$ cat src/hdl/fdc_pkg.sv
// package: constants and types shared by the floppy input/config/reset block
package fdc_pkg;
  // compatibility modes
  typedef enum logic [1:0] {
    FDC_MODE_BASIC = 2'h0,
    FDC_MODE_EXT = 2'h1,
    FDC_MODE_ALT = 2'h2
  } fdc_mode_t;

  // rate select codes
  localparam logic [1:0] RATE_500K = 2'h0;
  localparam logic [1:0] RATE_300K = 2'h1;
  localparam logic [1:0] RATE_250K = 2'h2;
  localparam logic [1:0] RATE_1M = 2'h3;

  // device-side register selects on the link
  localparam logic [2:0] SEL_DIGITAL_INPUT = 3'h0;
  localparam logic [2:0] SEL_CONFIG_CONTROL = 3'h1;
  localparam logic [2:0] SEL_DIGITAL_OUTPUT = 3'h2;
  localparam logic [2:0] SEL_RATE_SELECT = 3'h3;
  localparam logic [2:0] SEL_FIFO = 3'h4;

  // digital output register fields
  localparam int DOR_RESET_N_BIT = 2;
  localparam int DOR_DMA_GATE_BIT = 3;
  // rate select register fields
  localparam int RSR_SW_RESET_BIT = 7;
  localparam int RSR_POWER_DOWN_BIT = 6;
  // config control register field and register reset values
  localparam int CCR_PRECOMPENSATION_SETTING_DIS_BIT = 2;
  localparam logic [7:0] DOR_RESET_VAL = 8'h00;
  localparam logic [2:0] PRECOMPENSATION_SETTING_RESET_VAL = 3'h0;

  // controller avalon map (word offsets as byte addresses)
  localparam logic [3:0] AV_CMD = 4'h0;
  localparam logic [3:0] AV_WDATA = 4'h4;
  localparam logic [3:0] AV_STATUS = 4'h8;
  localparam logic [3:0] AV_RDATA = 4'hc;
  localparam logic [31:0] AV_UNMAPPED = 32'h0000_0000;
  // cmd word fields
  localparam int CMD_GO_BIT = 8;
  localparam int CMD_WR_BIT = 9;
  localparam int CMD_DMA_BIT = 10;

  localparam int SYNC_STAGES = 3;

  typedef enum logic [1:0] {
    FDC_ST_IDLE = 2'b00,
    FDC_ST_REQ = 2'b01,
    FDC_ST_DONE = 2'b11
  } fdc_state_t;
endpackage

$ cat src/hdl/fdc_if.sv
// interface: host bus and dma handshake between both ends
`timescale 1ns/1ps
`default_nettype none
interface fdc_if;
  logic cs;
  logic rd;
  logic wr;
  logic [2:0] sel;
  logic [7:0] wdata;
  logic [7:0] rdata;
  logic [7:0] rdata_oe_n;
  logic dma_request;
  logic dma_acknowledge;
  logic dma_enable;

  modport device (
    input cs, rd, wr, sel, wdata, dma_acknowledge, dma_enable,
    output rdata, rdata_oe_n, dma_request
  );
  modport host (
    output cs, rd, wr, sel, wdata, dma_acknowledge, dma_enable,
    input rdata, rdata_oe_n, dma_request
  );
endinterface
`default_nettype wire

$ cat src/hdl/fdc_device.sv
// module: controller input status, rate config, reset sequencing and density select
//
// Our own choices: the placing of the registers and the Avalon-MM slave port.
`timescale 1ns/1ps
`default_nettype none
module fdc_device (
  input wire logic i_mclk,
  input wire logic i_reset,
  fdc_if.device bus,
  input wire fdc_pkg::fdc_mode_t i_mode,
  input wire logic i_disk_change_n,
  input wire logic i_ident_strap,
  input wire logic i_invert_n,
  input wire logic i_fifo_lock,
  input wire logic i_read_data,
  input wire logic i_data_window,
  input wire logic i_xfer_active,
  output logic o_density_select_out,
  output logic o_core_reset,
  output logic o_fifo_reset,
  output logic o_power_down,
  output logic o_polling,
  output logic [7:0] o_clock_byte,
  output logic [7:0] o_data_byte,
  output logic o_byte_valid,
  output logic [7:0] o_fifo_wdata,
  output logic o_fifo_write,
  output logic o_fifo_read
);
  logic disk_change_flag_s, ident_s, invert_n_s, rdata_s, window_s;
  fdc_sync u_sync_disk_change_flag (.i_mclk(i_mclk), .i_reset(i_reset), .i_pin(i_disk_change_n), .o_level(disk_change_flag_s));
  fdc_sync u_sync_ident (.i_mclk(i_mclk), .i_reset(i_reset), .i_pin(i_ident_strap), .o_level(ident_s));
  fdc_sync u_sync_invert (.i_mclk(i_mclk), .i_reset(i_reset), .i_pin(i_invert_n), .o_level(invert_n_s));
  fdc_sync u_sync_rdata (.i_mclk(i_mclk), .i_reset(i_reset), .i_pin(i_read_data), .o_level(rdata_s));
  fdc_sync u_sync_window (.i_mclk(i_mclk), .i_reset(i_reset), .i_pin(i_data_window), .o_level(window_s));

  logic [1:0] rate_ff;
  logic [2:0] precompensation_setting_ff;
  logic precompensation_setting_dis_ff;
  logic [7:0] dor_ff;
  logic sw_reset_ff;
  logic power_down_ff;
  logic ident_ff;
  logic ident_take_ff;
  logic density_ff;
  logic [7:0] rdata_ff;
  logic [7:0] oe_n_ff;
  logic dma_req_ff;
  logic core_reset_ff, fifo_reset_ff, polling_ff, in_reset_ff;
  logic [7:0] clk_sr_ff, dat_sr_ff, clk_byte_ff, dat_byte_ff;
  logic [2:0] bit_cnt_ff;
  logic byte_valid_ff, window_d_ff;
  logic [7:0] fifo_wdata_ff;
  logic fifo_write_ff, fifo_read_ff;

  // register strobes; dma acknowledge reaches the fifo without chip select
  wire cs_wr = bus.cs & bus.wr;
  wire cs_rd = bus.cs & bus.rd;
  wire wr_ccr = cs_wr & (bus.sel == fdc_pkg::SEL_CONFIG_CONTROL);
  wire wr_dor = cs_wr & (bus.sel == fdc_pkg::SEL_DIGITAL_OUTPUT);
  wire wr_rsr = cs_wr & (bus.sel == fdc_pkg::SEL_RATE_SELECT);
  wire rd_dir = cs_rd & (bus.sel == fdc_pkg::SEL_DIGITAL_INPUT);
  wire fifo_sel = bus.dma_acknowledge | (bus.cs & (bus.sel == fdc_pkg::SEL_FIFO));

  // dor reset bit is active low; it dominates the self-clearing one
  wire dor_reset = ~dor_ff[fdc_pkg::DOR_RESET_N_BIT];
  wire soft_reset = dor_reset | sw_reset_ff;

  // disk change flag is the inverse of the cable line in every buffer setting
  wire disk_change_flag_flag = ~disk_change_flag_s;
  wire high_density_flag = ~((rate_ff == fdc_pkg::RATE_500K) | (rate_ff == fdc_pkg::RATE_1M));
  // strap 0: low at high rates, high at low rates; strap 1 inverts
  wire density_raw = high_density_flag ^ ident_ff;
  // internal buffers invert the cable level when the invert pin is high
  wire density_pin = invert_n_s ? ~density_raw : density_raw;

  wire [7:0] dir_ext = {disk_change_flag_flag, 4'hf, rate_ff, high_density_flag};
  wire [7:0] dir_alt = {~disk_change_flag_flag, 3'h0, dor_ff[fdc_pkg::DOR_DMA_GATE_BIT],
    precompensation_setting_dis_ff, rate_ff};
  wire [7:0] dir_basic = {disk_change_flag_flag, 7'h00};
  wire [7:0] dir_val = (i_mode == fdc_pkg::FDC_MODE_ALT) ? dir_alt :
    (i_mode == fdc_pkg::FDC_MODE_EXT) ? dir_ext : dir_basic;
  // basic mode leaves bits 6..0 undriven
  wire [7:0] dir_oe_n = (i_mode == fdc_pkg::FDC_MODE_BASIC) ? 8'h7f : 8'h00;

  // host configuration registers
  always_ff @(posedge i_mclk) begin
    if (i_reset) begin
      rate_ff <= fdc_pkg::RATE_250K;
      precompensation_setting_ff <= fdc_pkg::PRECOMPENSATION_SETTING_RESET_VAL;
      precompensation_setting_dis_ff <= 1'b0;
      dor_ff <= fdc_pkg::DOR_RESET_VAL;
      sw_reset_ff <= 1'b0;
      power_down_ff <= 1'b0;
    end else begin
      if (wr_ccr) begin
        rate_ff <= bus.wdata[1:0];
        precompensation_setting_dis_ff <= bus.wdata[fdc_pkg::CCR_PRECOMPENSATION_SETTING_DIS_BIT];
      end else if (wr_rsr) begin
        rate_ff <= bus.wdata[1:0];
        precompensation_setting_ff <= bus.wdata[4:2];
      end
      if (wr_dor) begin
        dor_ff <= bus.wdata;
      end
      sw_reset_ff <= wr_rsr & bus.wdata[fdc_pkg::RSR_SW_RESET_BIT];
      if (wr_rsr & bus.wdata[fdc_pkg::RSR_POWER_DOWN_BIT]) begin
        power_down_ff <= 1'b1;
      end else if (soft_reset) begin
        power_down_ff <= 1'b0;
      end
    end
  end

  // strap is caught in the first cycle after release of the pin reset
  always_ff @(posedge i_mclk) begin
    if (i_reset) begin
      ident_take_ff <= 1'b1;
      ident_ff <= 1'b0;
      density_ff <= 1'b1;
    end else begin
      ident_take_ff <= 1'b0;
      if (ident_take_ff) begin
        ident_ff <= ident_s;
      end
      density_ff <= density_pin;
    end
  end

  // reset sequencing of the core; software resets drop the fifo only when unlocked
  always_ff @(posedge i_mclk) begin
    if (i_reset) begin
      core_reset_ff <= 1'b1;
      fifo_reset_ff <= 1'b1;
      in_reset_ff <= 1'b1;
      polling_ff <= 1'b0;
    end else begin
      core_reset_ff <= soft_reset;
      fifo_reset_ff <= soft_reset & ~i_fifo_lock;
      in_reset_ff <= soft_reset;
      if (soft_reset) begin
        polling_ff <= 1'b0;
      end else if (in_reset_ff) begin
        polling_ff <= 1'b1;
      end
    end
  end

  // register reads, dma request and fifo strobes
  always_ff @(posedge i_mclk) begin
    if (i_reset) begin
      rdata_ff <= 8'h00;
      oe_n_ff <= 8'hff;
      dma_req_ff <= 1'b0;
      fifo_wdata_ff <= 8'h00;
      fifo_write_ff <= 1'b0;
      fifo_read_ff <= 1'b0;
    end else begin
      rdata_ff <= rd_dir ? dir_val : 8'h00;
      oe_n_ff <= rd_dir ? dir_oe_n : 8'hff;
      dma_req_ff <= bus.dma_enable & i_xfer_active & ~soft_reset;
      fifo_wdata_ff <= bus.wdata;
      fifo_write_ff <= fifo_sel & bus.wr & ~soft_reset;
      fifo_read_ff <= fifo_sel & bus.rd & ~soft_reset;
    end
  end

  // window rising samples clock, falling samples data; a byte closes on every eighth pair
  always_ff @(posedge i_mclk) begin
    if (i_reset | soft_reset) begin
      clk_sr_ff <= 8'h00;
      dat_sr_ff <= 8'h00;
      clk_byte_ff <= 8'h00;
      dat_byte_ff <= 8'h00;
      bit_cnt_ff <= 3'h0;
      byte_valid_ff <= 1'b0;
      window_d_ff <= 1'b0;
    end else begin
      window_d_ff <= window_s;
      byte_valid_ff <= 1'b0;
      if (window_s & ~window_d_ff) begin
        clk_sr_ff <= {clk_sr_ff[6:0], rdata_s};
      end
      if (~window_s & window_d_ff) begin
        dat_sr_ff <= {dat_sr_ff[6:0], rdata_s};
        bit_cnt_ff <= bit_cnt_ff + 3'h1;
        if (bit_cnt_ff == 3'h7) begin
          clk_byte_ff <= clk_sr_ff;
          dat_byte_ff <= {dat_sr_ff[6:0], rdata_s};
          byte_valid_ff <= 1'b1;
        end
      end
    end
  end

  assign bus.rdata = rdata_ff;
  assign bus.rdata_oe_n = oe_n_ff;
  assign bus.dma_request = dma_req_ff;
  assign o_density_select_out = density_ff;
  assign o_core_reset = core_reset_ff;
  assign o_fifo_reset = fifo_reset_ff;
  assign o_power_down = power_down_ff;
  assign o_polling = polling_ff;
  assign o_clock_byte = clk_byte_ff;
  assign o_data_byte = dat_byte_ff;
  assign o_byte_valid = byte_valid_ff;
  assign o_fifo_wdata = fifo_wdata_ff;
  assign o_fifo_write = fifo_write_ff;
  assign o_fifo_read = fifo_read_ff;
endmodule
`default_nettype wire

$ cat src/hdl/fdc_sync.sv
// module: three-stage pin synchroniser, change accepted when stages two and three agree
`timescale 1ns/1ps
`default_nettype none
module fdc_sync (
  input wire logic i_mclk,
  input wire logic i_reset,
  input wire logic i_pin,
  output logic o_level
);
  logic [fdc_pkg::SYNC_STAGES-1:0] stage_ff;
  logic level_ff;
  // the stages keep shifting through reset so a strap has settled when reset is released
  always_ff @(posedge i_mclk) begin
    stage_ff <= {stage_ff[fdc_pkg::SYNC_STAGES-2:0], i_pin};
    if (i_reset) begin
      level_ff <= stage_ff[fdc_pkg::SYNC_STAGES-1];
    end else if (stage_ff[fdc_pkg::SYNC_STAGES-2] == stage_ff[fdc_pkg::SYNC_STAGES-1]) begin
      level_ff <= stage_ff[fdc_pkg::SYNC_STAGES-1];
    end
  end
  assign o_level = level_ff;
endmodule
`default_nettype wire

$ cat src/flat_wrapper.sv
// flat-port wrapper written by rule: the top's interface ports become plain ports
module fdc_device_flat 
  (i_mclk, i_reset, i_mode, i_disk_change_n, i_ident_strap, i_invert_n, i_fifo_lock, i_read_data, i_data_window, i_xfer_active, o_density_select_out, o_core_reset, o_fifo_reset, o_power_down, o_polling, o_clock_byte, o_data_byte, o_byte_valid, o_fifo_wdata, o_fifo_write, o_fifo_read, bus_cs, bus_rd, bus_wr, bus_sel, bus_wdata, bus_dma_acknowledge, bus_dma_enable, bus_rdata, bus_rdata_oe_n, bus_dma_request);
  fdc_if bus_i ();
  input wire logic i_mclk;
  input wire logic i_reset;
  input wire fdc_pkg::fdc_mode_t i_mode;
  input wire logic i_disk_change_n;
  input wire logic i_ident_strap;
  input wire logic i_invert_n;
  input wire logic i_fifo_lock;
  input wire logic i_read_data;
  input wire logic i_data_window;
  input wire logic i_xfer_active;
  output logic o_density_select_out;
  output logic o_core_reset;
  output logic o_fifo_reset;
  output logic o_power_down;
  output logic o_polling;
  output logic [7:0] o_clock_byte;
  output logic [7:0] o_data_byte;
  output logic o_byte_valid;
  output logic [7:0] o_fifo_wdata;
  output logic o_fifo_write;
  output logic o_fifo_read;
  input wire logic [$bits(bus_i.cs)-1:0] bus_cs;
  input wire logic [$bits(bus_i.rd)-1:0] bus_rd;
  input wire logic [$bits(bus_i.wr)-1:0] bus_wr;
  input wire logic [$bits(bus_i.sel)-1:0] bus_sel;
  input wire logic [$bits(bus_i.wdata)-1:0] bus_wdata;
  input wire logic [$bits(bus_i.dma_acknowledge)-1:0] bus_dma_acknowledge;
  input wire logic [$bits(bus_i.dma_enable)-1:0] bus_dma_enable;
  output wire logic [$bits(bus_i.rdata)-1:0] bus_rdata;
  output wire logic [$bits(bus_i.rdata_oe_n)-1:0] bus_rdata_oe_n;
  output wire logic [$bits(bus_i.dma_request)-1:0] bus_dma_request;
  assign bus_i.cs = bus_cs;
  assign bus_i.rd = bus_rd;
  assign bus_i.wr = bus_wr;
  assign bus_i.sel = bus_sel;
  assign bus_i.wdata = bus_wdata;
  assign bus_i.dma_acknowledge = bus_dma_acknowledge;
  assign bus_i.dma_enable = bus_dma_enable;
  assign bus_rdata = bus_i.rdata;
  assign bus_rdata_oe_n = bus_i.rdata_oe_n;
  assign bus_dma_request = bus_i.dma_request;
  fdc_device u_core (.i_mclk(i_mclk), .i_reset(i_reset), .bus(bus_i), .i_mode(i_mode), .i_disk_change_n(i_disk_change_n), .i_ident_strap(i_ident_strap), .i_invert_n(i_invert_n), .i_fifo_lock(i_fifo_lock), .i_read_data(i_read_data), .i_data_window(i_data_window), .i_xfer_active(i_xfer_active), .o_density_select_out(o_density_select_out), .o_core_reset(o_core_reset), .o_fifo_reset(o_fifo_reset), .o_power_down(o_power_down), .o_polling(o_polling), .o_clock_byte(o_clock_byte), .o_data_byte(o_data_byte), .o_byte_valid(o_byte_valid), .o_fifo_wdata(o_fifo_wdata), .o_fifo_write(o_fifo_write), .o_fifo_read(o_fifo_read));
endmodule
$ cat config.mk
export PLATFORM = sky130hd
export DESIGN_NAME = fdc_device_flat
export DESIGN_NICKNAME = d
export VERILOG_FILES = /design/src/hdl/fdc_pkg.sv /design/src/hdl/fdc_if.sv /design/src/hdl/fdc_device.sv /design/src/hdl/fdc_sync.sv /design/src/flat_wrapper.sv
export SDC_FILE = /design/constraint.sdc
export NUM_CORES = 1
export LEC_CHECK = 0
export BUFFER_PORTS_ARGS = -buffer_cell sky130_fd_sc_hd__buf_2
export CORE_ASPECT_RATIO = 2
export CORE_MARGIN = 5
export CORE_UTILIZATION = 35
export DETAILED_ROUTE_END_ITERATION = 10
export MAX_ROUTING_LAYER = met4
export SLEW_MARGIN = 10
export SYNTH_ARGS = -nofsm -noshare
export SYNTH_HDL_FRONTEND = slang
export SYNTH_SLANG_ARGS = --single-unit
$ cat constraint.sdc
create_clock -name i_mclk -period 1.23 [get_ports i_mclk]
set_input_delay 0.246 -clock i_mclk [delete_from_list [all_inputs] [get_ports i_mclk]]
set_output_delay 0.246 -clock i_mclk [all_outputs]
set_load 0.05 [all_outputs]
Word-level counts from Yosys, hierarchy flattened --
Index checks and enable logic that the tools add are counted.
Storage, ports and cells: register bits after elaboration 98, logic and storage cells 117, input port bits 27, output and inout port bits 49
Operators by class: muxes and demuxes 20, equality and inequality tests 13, bitwise logic cells 33, $add $sub $neg 1, reductions and logical operators 15
Operators with widths (count):
- 1-bit bitwise AND | 18
- 1-bit two-way mux | 15
- 7-bit two-way mux | 2
- 2-bit nonzero test | 7
- 1-bit NOT | 10
- 8-bit two-way mux | 1
- 3-bit by 2-bit equality test with 1-bit output, second input constant | 2
- 3-bit equality test, second input constant | 2
- 2-bit OR reduction | 3
- 1-bit equality test | 5
- 2-bit equality test, second input constant | 2
- 2-bit logical NOT | 2
- 2-bit two-way mux | 2
- 1-bit OR | 4
- 3-bit by 1-bit adder with 3-bit output, second input constant | 1
- 3-bit by 1-bit equality test with 1-bit output, second input constant | 1
- 3-bit logical NOT | 1
- 3-bit OR reduction | 1
- 2-bit by 1-bit equality test with 1-bit output, second input constant | 1
- 2-bit AND reduction | 1
- 1-bit XOR | 1

Longest topological paths before layout --
Gate-level depths: netlist (run 1).
depth in word-level cells 6, depth in mapped cells 7, gate-level depth less buffers 5

By module --
Synthesis (run 1) repeated with hierarchy kept, for this count alone.
Unflattened totals: cell total of the unflattened synthesis 292, area total of the unflattened synthesis 2990.4 µm²
Modules (own cells, without submodules):
- fdc_device | cells each 262, sequential area each 1361.3 µm², area an instance 2464.9 µm², instances 1
- fdc_sync | cells each 6, sequential area each 90.1 µm², area an instance 105.1 µm², instances 5

Worst setup path before layout (run 1) --
OpenSTA, ideal clock, no wires.
kind register to register, from register u_core.bit_cnt_ff[0], to register u_core.dat_byte_ff[6], in the netlist u_core.o_data_byte[6], period minus slack after synthesis 1347 ps, library setup time 118 ps, required time 1112 ps, slack -117 ps, stages on the path, launching flop included 8, arrival 1229 ps, path buffers 2, cell sequence dfxtp_1 ha_1 ha_1 and3b_1 buf_4 buf_6 nand2_1 a21oi_2
On the way: longest elaborated chain between the ends 2
Ends and longest elaborated chain:
- start, declared | RTL line fdc_device.sv:51 | logic [2:0] bit_cnt_ff;
- start signal, assigned | RTL line fdc_device.sv:186 | bit_cnt_ff <= bit_cnt_ff + 3'h1;
- 3-bit equality test | RTL line fdc_device.sv:187 | if (bit_cnt_ff == 3'h7) begin
- 2-bit AND reduction (no line)
- end signal, assigned | RTL line fdc_device.sv:189 | dat_byte_ff <= {dat_sr_ff[6:0], rdata_s};
- end, declared | RTL line fdc_device.sv:50 | logic [7:0] clk_sr_ff, dat_sr_ff, clk_byte_ff, dat_byte_ff;
No other way between the ends. A chain may end at the register's enable or synchronous reset.

Worst setup path after layout (run 1) --
from register u_core.bit_cnt_ff[0], to register u_core.dat_byte_ff[5], in the netlist u_core.o_data_byte[5]
The elaborated chain is that of the path after synthesis.

==> impl_metrics.ini, run 1 <==
[cts]
clock_latency_ps = 330
cts_tree = done
root_buffer = clkbuf_16
clk_pin_slew_ps = 60
postCtsSetupBuffers = 0
cts_sinks = 88
cts_buffers = 9
cts.path.max_buffers = 2
htreeDepth = 3

[worst_hold_path]
min-delay-start = i_fifo_lock
hold_class = in -> reg

[detailed_routing]
wl_per_cell_um = 12.7
antenna_left = 0
post-route-drc-count = 0
routed_wl_um = 6050
vias = 2178
drtIter0Drc = 114
dr.pass1.iters = 4
viasPerCell = 4.56

[sta]
setup_violations = 16
period_needed_ps = 1300
hold_viol_final = 0
worstMarginPinSlew_ps = 372
slew_violations = 0
grt_setup_unrepaired = yes
post-route-period-util_pct = 106
skew_ps = 3.83
fmax_ghz = 0.768
worst_slack_ps = -71.3
relSlewSlack_pct = 75.2

[flow_run]
maxCapViolations = 0

[yosys]
yosysMostFrequentCell = dfxtp_1
synth_area_mm2 = 0.00298
yosysTopAreaCellShare_pct = 55.7
synthTopCellsByCount = dfxtp_1, nand2_1, a21oi_1, nor2_1, nor2b_1
synth_edf_count = 5
async_flop_share_pct = 0
postSynthCellCount = 293
synth-seq-cells = 88
avgSynthCellArea_um2 = 10.2
ys_top_cells_by_area = dfxtp_1, nand2_1, edfxtp_1
synthDistinctLibCells = 38
yosys_warnings = 0
synth_nets = 322
synth_flop_cell = dfxtp_1
yosysSeqAreaShare_pct = 60.8
synth_top_cell_by_area = dfxtp_1

[cells_and_area]
fin_nets = 404
fin_area_mm2 = 0.00394
insertedDiodeCount = 0
fillerInstances = 820
layout-drive-gt1-share_pct = 37.4
seq_area_mm2 = 0.00182
fin_cells = 478
synthToLayoutAreaGrowth_pct = 32.0
multi_input_area_mm2 = 0.00108
postLayoutCoreUtil_pct = 47.5

[power]
p_leak_nw = 1.63
powerDensity_mw_per_mm2 = 1520
peakVddDrop_uv = 1120

[grt]
gr-total-overflow = 0
grtUsageTotal_pct = 12.8
grt_max_degree = 25
grt_antenna_before_repair = 0
grt_pass1_vias = 2089
grt_pass1_wl_um = 9900

[critical_path]
cp-start-kind = flop
critical_path_class = reg -> reg
cp.required_ps = 1450
cp.buffers_inverters = 1
cpMaxStageDelayCell = dfxtp_2
max_stage_delay_ps = 340
critPathTopFamily = flip-flops
crit_top_cell = ha_4
path_max_fanout = 8
startpoint = u_core.bit_cnt_ff[0]
cp_cell_sequence = ha_4 -> ha_4 -> and3b_2 -> clkbuf_16 -> nand2_1 -> a21oi_1
cp-end-kind = flop
arrival_ps = 1520
r2r_slack_ps = -70
reg2reg_from = u_core.bit_cnt_ff[0]

[floorplanning]
die_h_um = 141
num_io_pins = 76
die_w_um = 75.3
dieArea_mm2 = 0.0106
initial_core_util_pct = 36.0
core-area_mm2 = 0.00829
rows = 47

[placed_design]
dpl.hpwl_um = 4410
place_area_mm2 = 0.00349
routabilityCongestion = 0.717
portBuffers = 75
place_inst = 456

[run_status]
status = finished, violations left
violations = setup timing
-- layout make-up --
| class | instances | share of cell area, % |
|---|---|---|
| well taps | 98 | 3.12 |
| flip-flops and latches | 88 | 46.1 |
| repair buffers | 92 | 15.2 |
| clock inverters | 5 | 1.43 |
| multi-input cells | 178 | 27.4 |
| inverters | 6 | 0.572 |
| clock buffers | 11 | 6.17 |
-- report_power, final --
group,switching (mW),internal [mW]
clock network,1.06,1.62
logic,0.190,0.119
registers,0.0349,2.95
total,1.28,4.70
-- final timing paths --
path                                           end  depth (start not counted)
setup / recovery             u_core.o_data_byte[5]                          6
hold / removal                 u_core.o_fifo_reset                          2
setup reg to reg             u_core.o_data_byte[5]                          6
hold reg to reg   u_core.u_sync_window.stage_ff[1]                          0
-- layer usage --
metal	wire length (um)	vias to the layer above	global-route usage, %
met5	0	-	-
met4	167	0	8.29
met3	303	10	2.94
met2	3270	55	20.4
met1	2310	999	13.9
li1	-	1114	-
-- through the flow --
step	setup WS (ps)	power [mW]	hold slack (ps)	TNS, ps
after global placement	20.3	3.34	313	0
after global routing	-111	6.23	81.8	-1380
after floorplan	-32.1	3.24	274	-297
after CTS	-20.9	6.08	73.9	-45.8
final	-71.3	5.98	89.2	-688
after detailed placement	-18.4	3.35	314	-21.7
-- cell usage in the layout (no fill, tap or decap), types with 2 or more instances in the layout --
cell / n
a22oi_1: 2
mux2i_1: 4
inv_1: 5
and3_1: 2
nand2_2: 8
edfxtp_1: 5
nor3b_1: 3
clkbuf_4: 4
nor2b_1: 12
nand2_1: 66
dfxtp_1: 80
a21oi_2: 17
xnor2_1: 2
clkbuf_16: 10
dlygate4sd3_1: 5
buf_2: 64
clkinv_2: 2
buf_12: 3
ha_4: 2
xor2_1: 8
nor2_1: 12
a21oi_1: 20
dfxtp_2: 3
buf_4: 15
-- repair_timing --
| action | in CTS | in global routing |
|---|---|---|
| gates cloned | 0 | 1 |
| gates resized for setup | 0 | 32 |
| endpoints found under the setup margin | 5 | 30 |
| pin swaps | 0 | 2 |
| hold buffers | 5 | 0 |
| endpoints found under the hold margin | 5 | 0 |
-- cells by family after synthesis --
group / synth area share, %
muxes: 1.72
buffers and inverters: 5.75
xor gates and xnor gates: 2.94
DFF: 60.8
adders and majority gates: 0.839
and+or+nand+nor: 18.6
AOI/OAI and AO/OA: 9.40
-- worst reg2reg max path, delay by kind of cell, from the launching register on --
kind	cells	cell delay [ps]
AND/OR/NAND/NOR	2	320
adder cells (fa/ha/maj)	2	310
flip-flops	1	340
buffers and inverters	1	170
AO/OA/AOI/OAI	1	60
-- sequential cells by signal (all words and copies together) (netlist names), 3 cells and up --
name / count
u_core.u_sync_ident.stage_ff: 3
u_core.o_clock_byte: 8
u_core.u_sync_invert.stage_ff: 3
u_core.u_sync_disk_change_flag.stage_ff: 3
u_core.o_fifo_wdata: 8
u_core.u_sync_rdata.stage_ff: 3
u_core.dat_sr_ff: 7
u_core.clk_sr_ff: 8
u_core.o_data_byte: 8
u_core.bit_cnt_ff: 3
u_core.bus.rdata: 6
u_core.u_sync_window.stage_ff: 3
Power figures use the tool's default switching activity.
==> run 2: changes to the inputs <==
Settings changed: RECOVER_POWER set to 100.
==> impl_metrics.ini, run 2 (synthesis gave the netlist of run 1 again) <==
[critical_path]
cp.required_ps = 1450
r2r_slack_ps = -70
path_max_fanout = 8
critical_path_class = reg -> reg
arrival_ps = 1520
r2r-end = u_core.o_data_byte[5]
rr_worst_depth = 6
endpoint = u_core.o_data_byte[5]
cp-start-kind = flop
cp-end-kind = flop
reg2reg_from = u_core.bit_cnt_ff[0]
startpoint = u_core.bit_cnt_ff[0]

[sta]
fmax_ghz = 0.768
post-route-period-util_pct = 106
whs_ps = 88.6
worst_slack_ps = -71.4
hold_viol_final = 0
slew_violations = 0
setup_violations = 16
skew_ps = 4.01
relSlewSlack_pct = 74.9
worstMarginPinSlew_ps = 376
period_needed_ps = 1300
grt_setup_unrepaired = yes

[run_status]
status = finished, violations left
violations = setup timing

[cells_and_area]
synthToLayoutAreaGrowth_pct = 31.2
fin_area_mm2 = 0.00391
insertedDiodeCount = 0
fin_nets = 404
seq_area_mm2 = 0.00182
layout-drive-gt1-share_pct = 35.3
fillerInstances = 822
final_common_cell = dfxtp_1
layout_common_cells = dfxtp_1, nand2_1, buf_2
multi_input_area_mm2 = 0.00107

[cts]
clock_latency_ps = 330
cts_buffers = 9
cts_tree = done
htreeDepth = 3
cts.path.max_buffers = 2
clk_pin_slew_ps = 60
root_buffer = clkbuf_16
cts_sinks = 88

[detailed_routing]
viasPerCell = 4.55
post-route-drc-count = 0
vias = 2174
dr.pass1.iters = 4
wl_per_cell_um = 12.7
drtIter0Drc = 110
routed_wl_um = 6070
antenna_left = 0

[grt]
gr-total-overflow = 0
grt_antenna_before_repair = 0
grt_pass1_wl_um = 9900
grtUsageTotal_pct = 12.8
grt_pass1_vias = 2089
grt_max_degree = 25

[placed_design]
place_area_mm2 = 0.00349
dp_slack_ps = -18.4
routabilityCongestion = 0.717
portBuffers = 75
dpl.hpwl_um = 4410

[power]
powerDensity_mw_per_mm2 = 1530
peakVddDrop_uv = 1120
power_mw = 5.98
p_leak_nw = 1.61

[floorplanning]
num_io_pins = 76
die_w_um = 75.3
dieArea_mm2 = 0.0106
die_h_um = 141
core-area_mm2 = 0.00829
initial_core_util_pct = 36.0
rows = 47

[flow_run]
maxCapViolations = 0

[worst_hold_path]
hold_class = in -> reg
==> run 2: worst min path at each step <==
stage	depth (start not counted)	from	to	slack [ps]
2_1_floorplan	0	i_reset	u_core.ident_take_ff	270
3_3_place_gp	0	u_core.u_sync_window.stage_ff[0]	u_core.u_sync_window.stage_ff[1]	310
3_5_place_dp	0	u_core.u_sync_window.stage_ff[0]	u_core.u_sync_window.stage_ff[1]	310
4_1_cts	2	i_fifo_lock	u_core.o_fifo_reset	70
5_1_grt	2	i_fifo_lock	u_core.o_fifo_reset	80
6_report	2	i_fifo_lock	u_core.o_fifo_reset	90
==> run 2: critical path, stage by stage, from the launching register on <==
cell,delay (ps)
dfxtp_2,340
ha_4,160
ha_4,150
and3b_2,240
clkbuf_16,170
nand2_1,70
a21oi_1,60
==> run 2: stage by stage <==
| step | utilization [%] | TNS (ps) | instances |
|---|---|---|---|
| after floorplan | - | -297 | 293 |
| after global placement | 42.1 | 0 | 456 |
| after detailed placement | 42.1 | -21.7 | 456 |
| after CTS | 46.3 | -45.8 | 477 |
| after global routing | 47.2 | -1380 | 478 |
| final | 47.2 | -679 | 478 |
==> run 2: repair_timing <==
item / CTS / global route
buffers inserted: 0 / 0
gates cloned: 0 / 1
setup endpoints to repair: 5 / 30
pin swaps: 0 / 2
resized for setup: 0 / 32
endpoints found under the hold margin: 5 / 0
hold buffers: 5 / 0
==> run 2: layer usage <==
metal / vias up / track usage (%) / routed length (um)
li1: 1112 / - / -
met2: 55 / 20.4 / 3280
met4: 0 / 8.29 / 167
met1: 997 / 13.9 / 2320
met5: - / - / 0
met3: 10 / 2.94 / 304
==> run 2: final cells by class <==
type | instances | share of cell area [%]
inverters | 6 | 0.576
repair buffers | 92 | 14.8
clock inverters | 5 | 1.44
multi-input cells | 178 | 27.4
clock buffers | 11 | 6.21
well taps | 98 | 3.14
flip-flops and latches | 88 | 46.4
==> run 2: power by group <==
part           leakage [nW]  total [mW]  internal (mW)  switching (mW)
Combinational         0.732       0.301          0.112           0.189
Clock                 0.145        2.69           1.62            1.06
Sequential            0.729        2.99           2.95          0.0348
Total                  1.61        5.98           4.69            1.29
